$ cat src/tcos_cfg.svh
// Constants for the tandem connection overhead source
`ifndef TCOS_CFG_SVH
`define TCOS_CFG_SVH

// ======================================================================
// Register map (byte addresses)
`define TCOS_ADR_CTRL       5'h00
`define TCOS_ADR_STATUS     5'h04
`define TCOS_ADR_TRACE0     5'h08
`define TCOS_ADR_TRACE1     5'h0c
`define TCOS_ADR_TRACE2     5'h10
`define TCOS_ADR_TRACE3     5'h14
`define TCOS_CTRL_EN_BIT    0
`define TCOS_CTRL_RST       32'h0000_0001

// ======================================================================
// Frame layout
`define TCOS_FRAME_BYTES    10'h2fd
`define TCOS_POS_B3         10'h055
`define TCOS_POS_N1         10'h2a8
`define TCOS_MF_FIRST       7'h01
`define TCOS_MF_LAST        7'h4c
`define TCOS_MF_FAS_END     7'h08
`define TCOS_MF_TTI_FIRST   7'h09
`define TCOS_MF_TTI_END     7'h48
`define TCOS_MF_RDI         7'h49
`define TCOS_MF_ODI         7'h4a
`define TCOS_FAS            16'hfffe
`define TCOS_IEC_ZERO       4'h9
`define TCOS_IEC_SF         4'he

// ======================================================================
// Timing
`define TCOS_CLK_PERIOD_NS  8
`define TCOS_MF_PERIOD_US   9500
`define TCOS_DEADLINE_US    20000

// ======================================================================
// Buffering
`define TCOS_FIFO_DEPTH     8
`define TCOS_FIFO_WIDTH     9

`endif

$ cat src/tcos_pkg.sv
// Types shared by the tandem connection overhead source
package tcos_pkg;
  typedef logic [7:0] tcos_byte_type;
  typedef logic [3:0] tcos_iec_type;
  typedef logic [6:0] tcos_mf_type;
  typedef logic [9:0] tcos_pos_type;
endpackage

$ cat src/tcos_source.sv
// VC-3 tandem connection overhead source with its input FIFO
//
// Notes on behaviour
// - Remote defect bit at frame 73 bit 8 follows request within 20 ms.
// - Remote defect bit clears within 20 ms of request clearing.
// - Remote error input copied into N1 bit 5 within 20 ms.
// - Outgoing defect bit at frame 74 bit 7 follows request within 20 ms.
// - Outgoing defect bit clears within 20 ms of request clearing.
// - Outgoing error input copied into N1 bit 6 within 20 ms.
// - N1 bits 7 and 8 form a 76-frame multiframe lasting 9.5 ms.
// - Frames 1 to 8 carry alignment pattern fifteen ones then a zero.
// - Frames 9 to 72 carry the configured transmit trace identifier.
// - Reserved positions of frames 73 to 76 are sent as zero.
// - Even parity over previous incoming frame compared with current B3.
// - Mismatch count 1..8 sent binary in N1 bits 1-4; zero as 1001.
// - Incoming signal fail forces error code 1110.
// - Error code is never all zeros.
// - B3 adjusted whenever N1 is rewritten, keeping path parity sound.
// - New B3 = old B3 prev ^ new B3 prev ^ old N1 prev ^ new N1 prev ^ B3.
// - Defect code one means defect state, zero means normal.
`timescale 1ns/100ps
`include "tcos_cfg.svh"

// ======================================================================
// Synchronous FIFO
module tcos_fifo #(
  parameter int WIDTH = `TCOS_FIFO_WIDTH,
  parameter int DEPTH = `TCOS_FIFO_DEPTH
) (
  // Clock and reset
  input  wire logic             clk_i,
  input  wire logic             rst_i,
  // Fill side
  input  wire logic             in_valid_i,
  input  wire logic [WIDTH-1:0] in_data_i,
  output logic                  in_ready_o,
  // Drain side
  output logic                  out_valid_o,
  output logic [WIDTH-1:0]      out_data_o,
  input  wire logic             out_ready_i
);
  localparam int AW = $clog2(DEPTH);

  logic [WIDTH-1:0] mem_q [DEPTH];
  logic [AW-1:0]    wr_q;
  logic [AW-1:0]    rd_q;
  logic [AW:0]      cnt_q;
  wire              push = in_valid_i & in_ready_o;
  wire              pop  = out_valid_o & out_ready_i;
  wire  [AW:0]      cnt_d = cnt_q + (AW+1)'(push) - (AW+1)'(pop);

  assign out_valid_o = (cnt_q != '0);
  assign out_data_o  = mem_q[rd_q];

  always_ff @(posedge clk_i) begin
    if (push) begin
      mem_q[wr_q] <= in_data_i;
    end
  end

  // Ready is registered so the fill side never sees a combinational path
  always_ff @(posedge clk_i) begin
    if (rst_i) begin
      wr_q       <= '0;
      rd_q       <= '0;
      cnt_q      <= '0;
      in_ready_o <= 1'b0;
    end else begin
      if (push) begin
        wr_q <= (wr_q == AW'(DEPTH-1)) ? '0 : wr_q + AW'(1);
      end
      if (pop) begin
        rd_q <= (rd_q == AW'(DEPTH-1)) ? '0 : rd_q + AW'(1);
      end
      cnt_q      <= cnt_d;
      in_ready_o <= (cnt_d != (AW+1)'(DEPTH));
    end
  end
endmodule // tcos_fifo

// ======================================================================
// Overhead source top
module tcos_source (
  // Clock and reset
  input  wire logic        clk_i,
  input  wire logic        rst_i,
  // Wishbone slave
  input  wire logic        cyc_i,
  input  wire logic        stb_i,
  input  wire logic        we_i,
  input  wire logic [4:0]  adr_i,
  input  wire logic [3:0]  sel_i,
  input  wire logic [31:0] dat_i,
  output logic [31:0]      dat_o,
  output logic             ack_o,
  // Incoming VC-3 stream
  input  wire logic        vc_valid_i,
  input  wire logic [7:0]  vc_data_in_i,
  input  wire logic        vc_frame_start_in_i,
  output logic             vc_ready_o,
  // Outgoing VC-3 stream
  output logic             vc_valid_o,
  output logic [7:0]       vc_data_out_o,
  output logic             vc_frame_start_out_o,
  input  wire logic        vc_ready_i,
  // Indications from the local sink
  input  wire logic        incoming_signal_fail_i,
  input  wire logic        remote_defect_request_i,
  input  wire logic        remote_error_input_i,
  input  wire logic        outgoing_defect_request_i,
  input  wire logic        outgoing_error_input_i
);

  // ====================================================================
  // Error code encoding
  function automatic tcos_pkg::tcos_iec_type iec_code(
    input logic [7:0] diff,
    input logic       fail
  );
    logic [3:0] n;
    n = '0;
    for (int b = 0; b < 8; b++) begin
      n = n + 4'(diff[b]);
    end
    if (fail) begin
      iec_code = `TCOS_IEC_SF;
    end else if (n == 4'h0) begin
      iec_code = `TCOS_IEC_ZERO;
    end else begin
      iec_code = n;
    end
  endfunction

  // ====================================================================
  // Registers
  logic [31:0]  ctrl_q;
  wire  [127:0] tti_q;
  logic         ack_q;
  logic [31:0]  rdat_q;

  tcos_pkg::tcos_mf_type   mf_q;
  tcos_pkg::tcos_pos_type  pos_q;
  tcos_pkg::tcos_byte_type bip_q;
  tcos_pkg::tcos_byte_type bip_prev_q;
  tcos_pkg::tcos_byte_type b3o_q;
  tcos_pkg::tcos_byte_type b3n_q;
  tcos_pkg::tcos_byte_type n1o_q;
  tcos_pkg::tcos_byte_type n1n_q;
  tcos_pkg::tcos_byte_type b3o_prev_q;
  tcos_pkg::tcos_byte_type b3n_prev_q;
  tcos_pkg::tcos_byte_type n1o_prev_q;
  tcos_pkg::tcos_byte_type n1n_prev_q;
  tcos_pkg::tcos_iec_type  iec_q;
  logic                    out_valid_q;
  logic [7:0]              out_data_q;
  logic                    out_fs_q;

  // ====================================================================
  // FIFO in the data path
  logic       f_valid;
  logic [8:0] f_data;
  logic       in_ready;
  wire        pop = f_valid & (~out_valid_q | vc_ready_i);

  tcos_fifo #(
    .WIDTH (`TCOS_FIFO_WIDTH),
    .DEPTH (`TCOS_FIFO_DEPTH)
  ) u_fifo (
    .clk_i       (clk_i),
    .rst_i       (rst_i),
    .in_valid_i  (vc_valid_i),
    .in_data_i   ({vc_frame_start_in_i, vc_data_in_i}),
    .in_ready_o  (in_ready),
    .out_valid_o (f_valid),
    .out_data_o  (f_data),
    .out_ready_i (pop)
  );

  assign vc_ready_o = in_ready;

  // ====================================================================
  // Byte position and multiframe decode
  wire       byte_fs  = f_data[8];
  wire [7:0] byte_in  = f_data[7:0];
  wire [9:0] cur_pos  = byte_fs ? 10'h000 : pos_q;
  wire       at_b3    = (cur_pos == `TCOS_POS_B3);
  wire       at_n1    = (cur_pos == `TCOS_POS_N1);
  wire       en       = ctrl_q[`TCOS_CTRL_EN_BIT];
  wire [6:0] mf_next  = (mf_q == `TCOS_MF_LAST) ? `TCOS_MF_FIRST : mf_q + 7'h01;

  // Alignment and trace bits picked by shifting; the MSB leaves first
  wire [6:0]   fas_sh  = 7'((mf_q - 7'h01) << 1);
  wire [6:0]   tti_sh  = 7'((mf_q - `TCOS_MF_TTI_FIRST) << 1);
  wire [15:0]  fas_w   = `TCOS_FAS << fas_sh[3:0];
  wire [127:0] tti_w   = tti_q << tti_sh;
  wire         is_fas  = (mf_q <= `TCOS_MF_FAS_END);
  wire         is_tti  = (mf_q >= `TCOS_MF_TTI_FIRST) && (mf_q <= `TCOS_MF_TTI_END);
  wire         is_rdi  = (mf_q == `TCOS_MF_RDI);
  wire         is_odi  = (mf_q == `TCOS_MF_ODI);

  logic [1:0] mf_bits;
  always_comb begin
    mf_bits = 2'b00;
    if (is_fas) begin
      mf_bits = fas_w[15:14];
    end else if (is_tti) begin
      mf_bits = tti_w[127:126];
    end else if (is_rdi) begin
      mf_bits = {1'b0, remote_defect_request_i};
    end else if (is_odi) begin
      mf_bits = {outgoing_defect_request_i, 1'b0};
    end
  end

  // N1 from the MSB: code, remote error, outgoing error, bits 7 and 8
  wire [7:0] n1_new = en ? {iec_q, remote_error_input_i,
                            outgoing_error_input_i,
                            mf_bits} : byte_in;
  wire [7:0] b3_new = b3o_prev_q ^ b3n_prev_q ^ n1o_prev_q ^ n1n_prev_q
                      ^ byte_in;
  wire [7:0] byte_out = at_n1 ? n1_new : (at_b3 ? b3_new : byte_in);

  // ====================================================================
  // Stream processing
  always_ff @(posedge clk_i) begin
    if (rst_i) begin
      pos_q       <= '0;
      mf_q        <= `TCOS_MF_FIRST;
      bip_q       <= '0;
      bip_prev_q  <= '0;
      iec_q       <= `TCOS_IEC_ZERO;
      out_valid_q <= 1'b0;
      out_data_q  <= '0;
      out_fs_q    <= 1'b0;
    end else begin
      if (pop) begin
        out_valid_q <= 1'b1;
        out_data_q  <= byte_out;
        out_fs_q    <= byte_fs;
        pos_q       <= 10'(cur_pos + 10'h001);
        if (byte_fs) begin
          mf_q       <= mf_next;
          bip_prev_q <= bip_q;
          bip_q      <= byte_in;
        end else begin
          bip_q      <= bip_q ^ byte_in;
        end
        if (at_b3) begin
          iec_q <= iec_code(bip_prev_q ^ byte_in, incoming_signal_fail_i);
        end
      end else if (vc_ready_i) begin
        out_valid_q <= 1'b0;
      end
    end
  end

  // Previous-frame copies feeding the parity compensation
  always_ff @(posedge clk_i) begin
    if (rst_i) begin
      b3o_q      <= '0;
      b3n_q      <= '0;
      n1o_q      <= '0;
      n1n_q      <= '0;
      b3o_prev_q <= '0;
      b3n_prev_q <= '0;
      n1o_prev_q <= '0;
      n1n_prev_q <= '0;
    end else if (pop) begin
      if (byte_fs) begin
        b3o_prev_q <= b3o_q;
        b3n_prev_q <= b3n_q;
        n1o_prev_q <= n1o_q;
        n1n_prev_q <= n1n_q;
      end
      if (at_b3) begin
        b3o_q <= byte_in;
        b3n_q <= b3_new;
      end
      if (at_n1) begin
        n1o_q <= byte_in;
        n1n_q <= n1_new;
      end
    end
  end

  assign vc_valid_o           = out_valid_q;
  assign vc_data_out_o        = out_data_q;
  assign vc_frame_start_out_o = out_fs_q;

  // ====================================================================
  // Wishbone slave
  wire        req     = cyc_i & stb_i & ~ack_q;
  wire        wr      = req & we_i;
  wire [31:0] wmask   = {{8{sel_i[3]}}, {8{sel_i[2]}}, {8{sel_i[1]}}, {8{sel_i[0]}}};
  wire [31:0] status  = {16'h0000, 1'b0, mf_q, iec_q, 3'b000, incoming_signal_fail_i};

  logic [31:0] rd_mux;
  always_comb begin
    case (adr_i)
      `TCOS_ADR_CTRL:   rd_mux = ctrl_q;
      `TCOS_ADR_STATUS: rd_mux = status;
      `TCOS_ADR_TRACE0: rd_mux = tti_q[127:96];
      `TCOS_ADR_TRACE1: rd_mux = tti_q[95:64];
      `TCOS_ADR_TRACE2: rd_mux = tti_q[63:32];
      `TCOS_ADR_TRACE3: rd_mux = tti_q[31:0];
      default:          rd_mux = 32'h0000_0000;
    endcase
  end

  always_ff @(posedge clk_i) begin
    if (rst_i) begin
      ack_q  <= 1'b0;
      rdat_q <= '0;
      ctrl_q <= `TCOS_CTRL_RST;
    end else begin
      ack_q  <= req;
      rdat_q <= req ? rd_mux : 32'h0000_0000;
      if (wr && adr_i == `TCOS_ADR_CTRL) begin
        ctrl_q <= ((ctrl_q & ~wmask) | (dat_i & wmask)) & 32'h0000_0001;
      end
    end
  end

  // Trace words, one per generate step; each word owns its flops, one driver per slice
  for (genvar w = 0; w < 4; w++) begin : g_tti
    wire         hit = wr && (adr_i == 5'(`TCOS_ADR_TRACE0 + 4 * w));
    logic [31:0] word_q;
    always_ff @(posedge clk_i) begin
      if (rst_i) begin
        word_q <= '0;
      end else if (hit) begin
        word_q <= (word_q & ~wmask) | (dat_i & wmask);
      end
    end
    assign tti_q[127-32*w -: 32] = word_q;
  end

  assign ack_o = ack_q;
  assign dat_o = rdat_q;

endmodule // tcos_source

$ cat config.mk
export PLATFORM = sky130hd
export DESIGN_NAME = tcos_source
export DESIGN_NICKNAME = d
export VERILOG_FILES = /design/src/tcos_pkg.sv /design/src/tcos_source.sv
export VERILOG_INCLUDE_DIRS = /design/src
export SDC_FILE = /design/constraint.sdc
export NUM_CORES = 1
export LEC_CHECK = 0
export ABC_AREA = 0
export BUFFER_PORTS_ARGS = -buffer_cell sky130_fd_sc_hd__buf_2
export CORE_ASPECT_RATIO = 1.1
export CORE_UTILIZATION = 60
export DETAILED_ROUTE_END_ITERATION = 16
export GPL_TIMING_DRIVEN = 0
export MAX_ROUTING_LAYER = met4
export PLACE_DENSITY = 0.79
export SLEW_MARGIN = 5
export SYNTH_ARGS = -nofsm -noshare
export SYNTH_HDL_FRONTEND = slang
export SYNTH_SLANG_ARGS = --single-unit
$ cat constraint.sdc
create_clock -name clk_i -period 6.2 [get_ports clk_i]
set_clock_uncertainty 0.1 [all_clocks]
set_input_delay 0 -clock clk_i [delete_from_list [all_inputs] [get_ports clk_i]]
set_output_delay 0 -clock clk_i [all_outputs]
set_load 0.02 [all_outputs]
Yosys cells after proc, flatten, opt, wreduce, memory -nomap -nowiden
Memories as Yosys holds them, arrays and structs flattened. A register that Yosys moved wholly into a read port is not among the register bits.
Index checks and enable logic that the tools add are counted.
Storage, ports and cells
  logic and storage cells: 124
  memory bits (writable): 72
  output and inout bits: 44
  bits of input ports: 62
  memories: 1
  bits in registers: 284
Operators by class
  reductions and logical operators: 14
  bitwise gates (word level): 28
  mux-type cells: 21
  shift-type cells: 2
  add/subtract/negate cells: 15
  magnitude comparators: 3
  equality and inequality tests: 13
Memories
  u_fifo.mem_q: depth 8, width 9, read ports 1, clocked after memory_dff 1, write ports 1, line tcos_source.sv:44  | logic [WIDTH-1:0] mem_q [DEPTH];
Operators by type and width (number)
  $pmux 32 s6: 1
  $and 32x32->32: 5
  $or 32x32->32: 4
  $shl 128x7->128: 1
  $xor 8x8->8: 6
  $mux 8: 4
  $not 32->32: 1
  $eq 7x7->1 const B: 3
  $add 4x1->4: 5
  $shl 16x4->16 const A: 1
  $mux 3: 4
  $add 10x1->10 const B: 1
  $eq 10x10->1 const B: 1
  $eq 10x7->1 const B: 1
  $eq 5x4->1 const B: 2
  $eq 5x5->1 const B: 2
  $mux 10: 1
  $mux 2: 4
  $mux 4: 2
  $add 7x1->7 const B: 1
  $and 1x1->1: 7
  $ge 7x4->1 const B: 1
  $le 7x4->1 const B: 1
  $le 7x7->1 const B: 1
  other kinds (21): 36

Longest topological paths before layout
  depth in word-level cells: 11
  mapped depth: 19

Hierarchy
A second synthesis with hierarchy kept.
Unflattened totals
  cells, all modules: 1716
  area total of the unflattened synthesis: 16191.8 µm²
Modules (own cells, without submodules)
  tcos_source: area each 12684.7 µm², seq. area each 5465.2 µm², cells each 1528, times used 1
  tcos_fifo: area each 3507.1 µm², seq. area each 2442.3 µm², cells each 188, times used 1

Least setup slack after synthesis
No wires, ideal clock.
  kind: register to register
  from: register (tool-made name)
  to: register iec_q[0]
  cell stages (with the launch flop): 19
  data required time: 5980 ps
  data arrival time: 4787 ps
  slack: 1193 ps
  path through: dfxtp_1 -> clkbuf_1 -> clkbuf_1 -> mux4_2 -> mux2i_1 -> xnor2_1 -> fa_1 -> inv_1 -> fa_1 -> inv_1 -> fa_1 -> ha_1 -> inv_1 -> fa_1 -> inv_1 -> o21ai_0 -> a21oi_1 -> nor3_1 -> a211o_1
RTL lines
  end signal, assigned: line tcos_source.sv:231  | iec_q <= `TCOS_IEC_ZERO;
  end signal, assigned: line tcos_source.sv:249  | iec_q <= iec_code(bip_prev_q ^ byte_in, incoming_signal_fail_i);
  end, declared: line tcos_source.sv:153  | tcos_pkg::tcos_iec_type iec_q;

==> impl_metrics.env <==
export IMPL_status="finished clean"
export IMPL_clk_latency_ps=520
export IMPL_via_per_inst=6.20
export IMPL_ys_types=68
export IMPL_cp_data_required_time_ps=6500
export IMPL_finalHoldViolCount=0
export IMPL_timing_hold_ws_ps=26.9
export IMPL_setup_viol=0
export IMPL_synth_avg_cell_area_um2=9.52
export IMPL_synth_area_mm2=0.0160
export IMPL_hold_depth=4
export IMPL_fin_total_pwr_uw=7510
export IMPL_post_cts_setup_buffer_count=0
export IMPL_wl_met1_um=18400
export IMPL_synthAdderAreaFrac=0.0219
export IMPL_final_cell_area_mm2=0.0188
export IMPL_yosysTopAreaCellShare=0.359
export IMPL_post_route_drc_count=0
export IMPL_drive_gt1_frac=0.149
export IMPL_grtUsageTotal=0.372
export IMPL_met3WireLength_um=4260
export IMPL_first_global_vias=13800
export IMPL_placed_cell_area_mm2=0.0170
export IMPL_dr_wl_met2_um=23300
export IMPL_ys_seq_area_frac=0.494
export IMPL_antennaDiodeCount=0
export IMPL_yosys_area_share_simple=0.175
export IMPL_worst_path_max_fanout=10
export IMPL_min_period_over_period=0.936
export IMPL_synth_area_leaders="dfxtp_1, edfxtp_1, nand2_1"
export IMPL_synth_common_cells="nand2_1, dfxtp_1, a21oi_1"
export IMPL_top_layer="met4"
export IMPL_reg2reg_setup_slack_ps=390
export IMPL_initial_core_util=0.612
export IMPL_cts_tree="yes"
export IMPL_synth_nets=1768
export IMPL_cp_endpoint="iec_q[3]"
export IMPL_synth_area_leader_cell="dfxtp_1"
export IMPL_rsz0062_at_grt="false"
export IMPL_synth_async_reset_ratio=0
export IMPL_postRouteAntennaNets=0
export IMPL_synthXorXnorAreaFrac=0.0311
export IMPL_cts_buffers=37
export IMPL_hpwl_um=34000
export IMPL_synth_top_family_by_area="simple AND/OR/NAND/NOR gates"
export IMPL_critPathKind="flip-flop to flip-flop"
export IMPL_clk_pin_slew_ps=60
export IMPL_cts_sinks=359
export IMPL_synth_mux_area_fraction=0.110
export IMPL_port_buffers=104
export IMPL_drt_wl_total_um=48900
export IMPL_drv_cap=0
export IMPL_area_delta_synth_final_pct=17.7
export IMPL_grt_max_degree=15
export IMPL_core_area_mm2=0.0261
export IMPL_grt_pass1_wl_um=74800
export IMPL_ir_worst_vdd_mv=0.403
export IMPL_cts_root_buf="clkbuf_16"
export IMPL_hold_path_class="input pin to flip-flop"
export IMPL_die_h_um=173
export IMPL_die_w_um=158
export IMPL_wire_per_inst_um=21.6
export IMPL_layout_nets=1972
export IMPL_period_needed_ps=5810
export IMPL_via_count=14000
export IMPL_cts_htree_levels=2
export IMPL_design_die_area_mm2=0.0273
export IMPL_power_density_mw_per_mm2=399
export IMPL_cp_end_kind="flip-flop"
export IMPL_arrival_ps=6100
export IMPL_relSlewSlack=0.0745
export IMPL_rows=62
export IMPL_clock_path_buffers=3
export IMPL_clock_fmax_mhz=172
export IMPL_dr_pass1_iters=7
export IMPL_ys_flop_type="dfxtp_1"
export IMPL_max_slew_worst_pin_slew_ps=1350
export IMPL_gp_congestion=0.986
export IMPL_synth_edf_count=72
export IMPL_synth_most_common_cell="nand2_1"
export IMPL_reg2reg_depth=17
export IMPL_final_max_slew_violation_count=0
export IMPL_nFillCells=1975
export IMPL_r2r_end="iec_q[3]"
export IMPL_grt_overflow_total=0
export IMPL_startpoint_type="flip-flop"
export IMPL_drt_iter0_markers=1542
export IMPL_ys_seq_elements=359
export IMPL_ios=106
export IMPL_synth_compound_area_frac=0.134
export IMPL_syn_inst=1681
export IMPL_yosys_warnings=0
export IMPL_p_leak_uw=0.00665
export IMPL_grt_antenna_before_repair=0
[routing by layer]
metal | GRT usage | vias to the layer above
met2 | 0.593 | 729
met5 | - | -
met1 | 0.438 | 6722
met4 | 0.216 | 0
met3 | 0.0675 | 224
li1 | - | 6373
[worst min-delay path by stage]
stage	from	end	slack, ps
6_report	adr_i[4]	dat_o[4]	30
5_1_grt	adr_i[4]	dat_o[4]	40
4_1_cts	adr_i[4]	dat_o[4]	10
3_5_place_dp	stb_i	ack_o	160
3_3_place_gp	stb_i	ack_o	150
2_1_floorplan	vc_data_in_i[0]	u_fifo.mem_q[0][0]	-1
[where the power goes]
group | switching [uW] | internal [uW]
combinational | 1650 | 995
clock | 919 | 1340
sequential | 94.5 | 2510
[repair_timing]
item	in CTS	in global routing
cloned	0	0
hold endpoints to repair	214	0
gates resized for setup	1	2
pin swaps	0	0
setup endpoints to repair	1	1
hold buffers	57	0
[placed cells by master (no fill, tap or decap), types with 11 or more instances in the layout]
cell,netlist,layout
a211oi_1,18,18
a21oi_1,240,240
a222oi_1,32,32
a31oi_1,13,13
and3_1,13,13
buf_2,9,113
buf_4,7,11
clkbuf_1,95,99
clkbuf_16,0,38
dfxtp_1,287,287
dlygate4sd3_1,0,57
edfxtp_1,72,72
ha_1,20,20
inv_1,22,22
mux2_2,35,35
mux2i_1,23,22
mux4_2,48,48
nand2_1,374,374
nand3_1,71,71
nand3b_1,11,11
nor2_1,98,98
nor3_1,14,12
o21ai_0,15,15
xnor2_1,37,37
xor2_1,18,18
[cell type report]
type | count | area (um2) | area share
well taps | 352 | 440 | 0.0234
plain buffers | 114 | 467 | 0.0248
repair buffers | 165 | 1120 | 0.0595
clock buffers | 47 | 1020 | 0.0544
multi-input cells | 1186 | 7580 | 0.403
clock inverters | 19 | 208 | 0.0110
inverters | 22 | 82.6 | 0.00438
flip-flops and latches | 359 | 7910 | 0.420
[cells by family (layout without fill, tap and decap cells)]
family                   after synthesis  in the layout
AO/OA/AOI/OAI                        358            358
XOR/XNOR                              56             56
buffers and inverters                136            367
AND/OR/NAND/NOR                      638            638
multiplexers                         109            109
flip-flops                           359            359
adder cells (fa/ha/maj)               25             25
[critical path, cell delays in order, from the launching register on]
cell	delay (ps)
dfxtp_1	320
clkbuf_1	520
clkbuf_2	440
mux4_2	380
mux2i_2	660
xnor2_1	180
fa_1	520
inv_1	60
fa_1	530
inv_1	50
fa_1	540
ha_1	170
inv_1	60
fa_1	400
xnor2_1	220
nor3b_1	80
nor4_1	330
o21bai_1	120
[metrics by stage]
stage	util	TNS, ps	instances	worst slack, ps
after CTS	0.720	0	2264	218
after detailed placement	0.651	-76.5	2141	-76.5
after global routing	0.720	0	2264	205
final	0.720	0	2264	395
after global placement	0.649	0	2137	123
after floorplan	-	0	1681	1190
No activity file was read; power rests on OpenSTA's default activity.
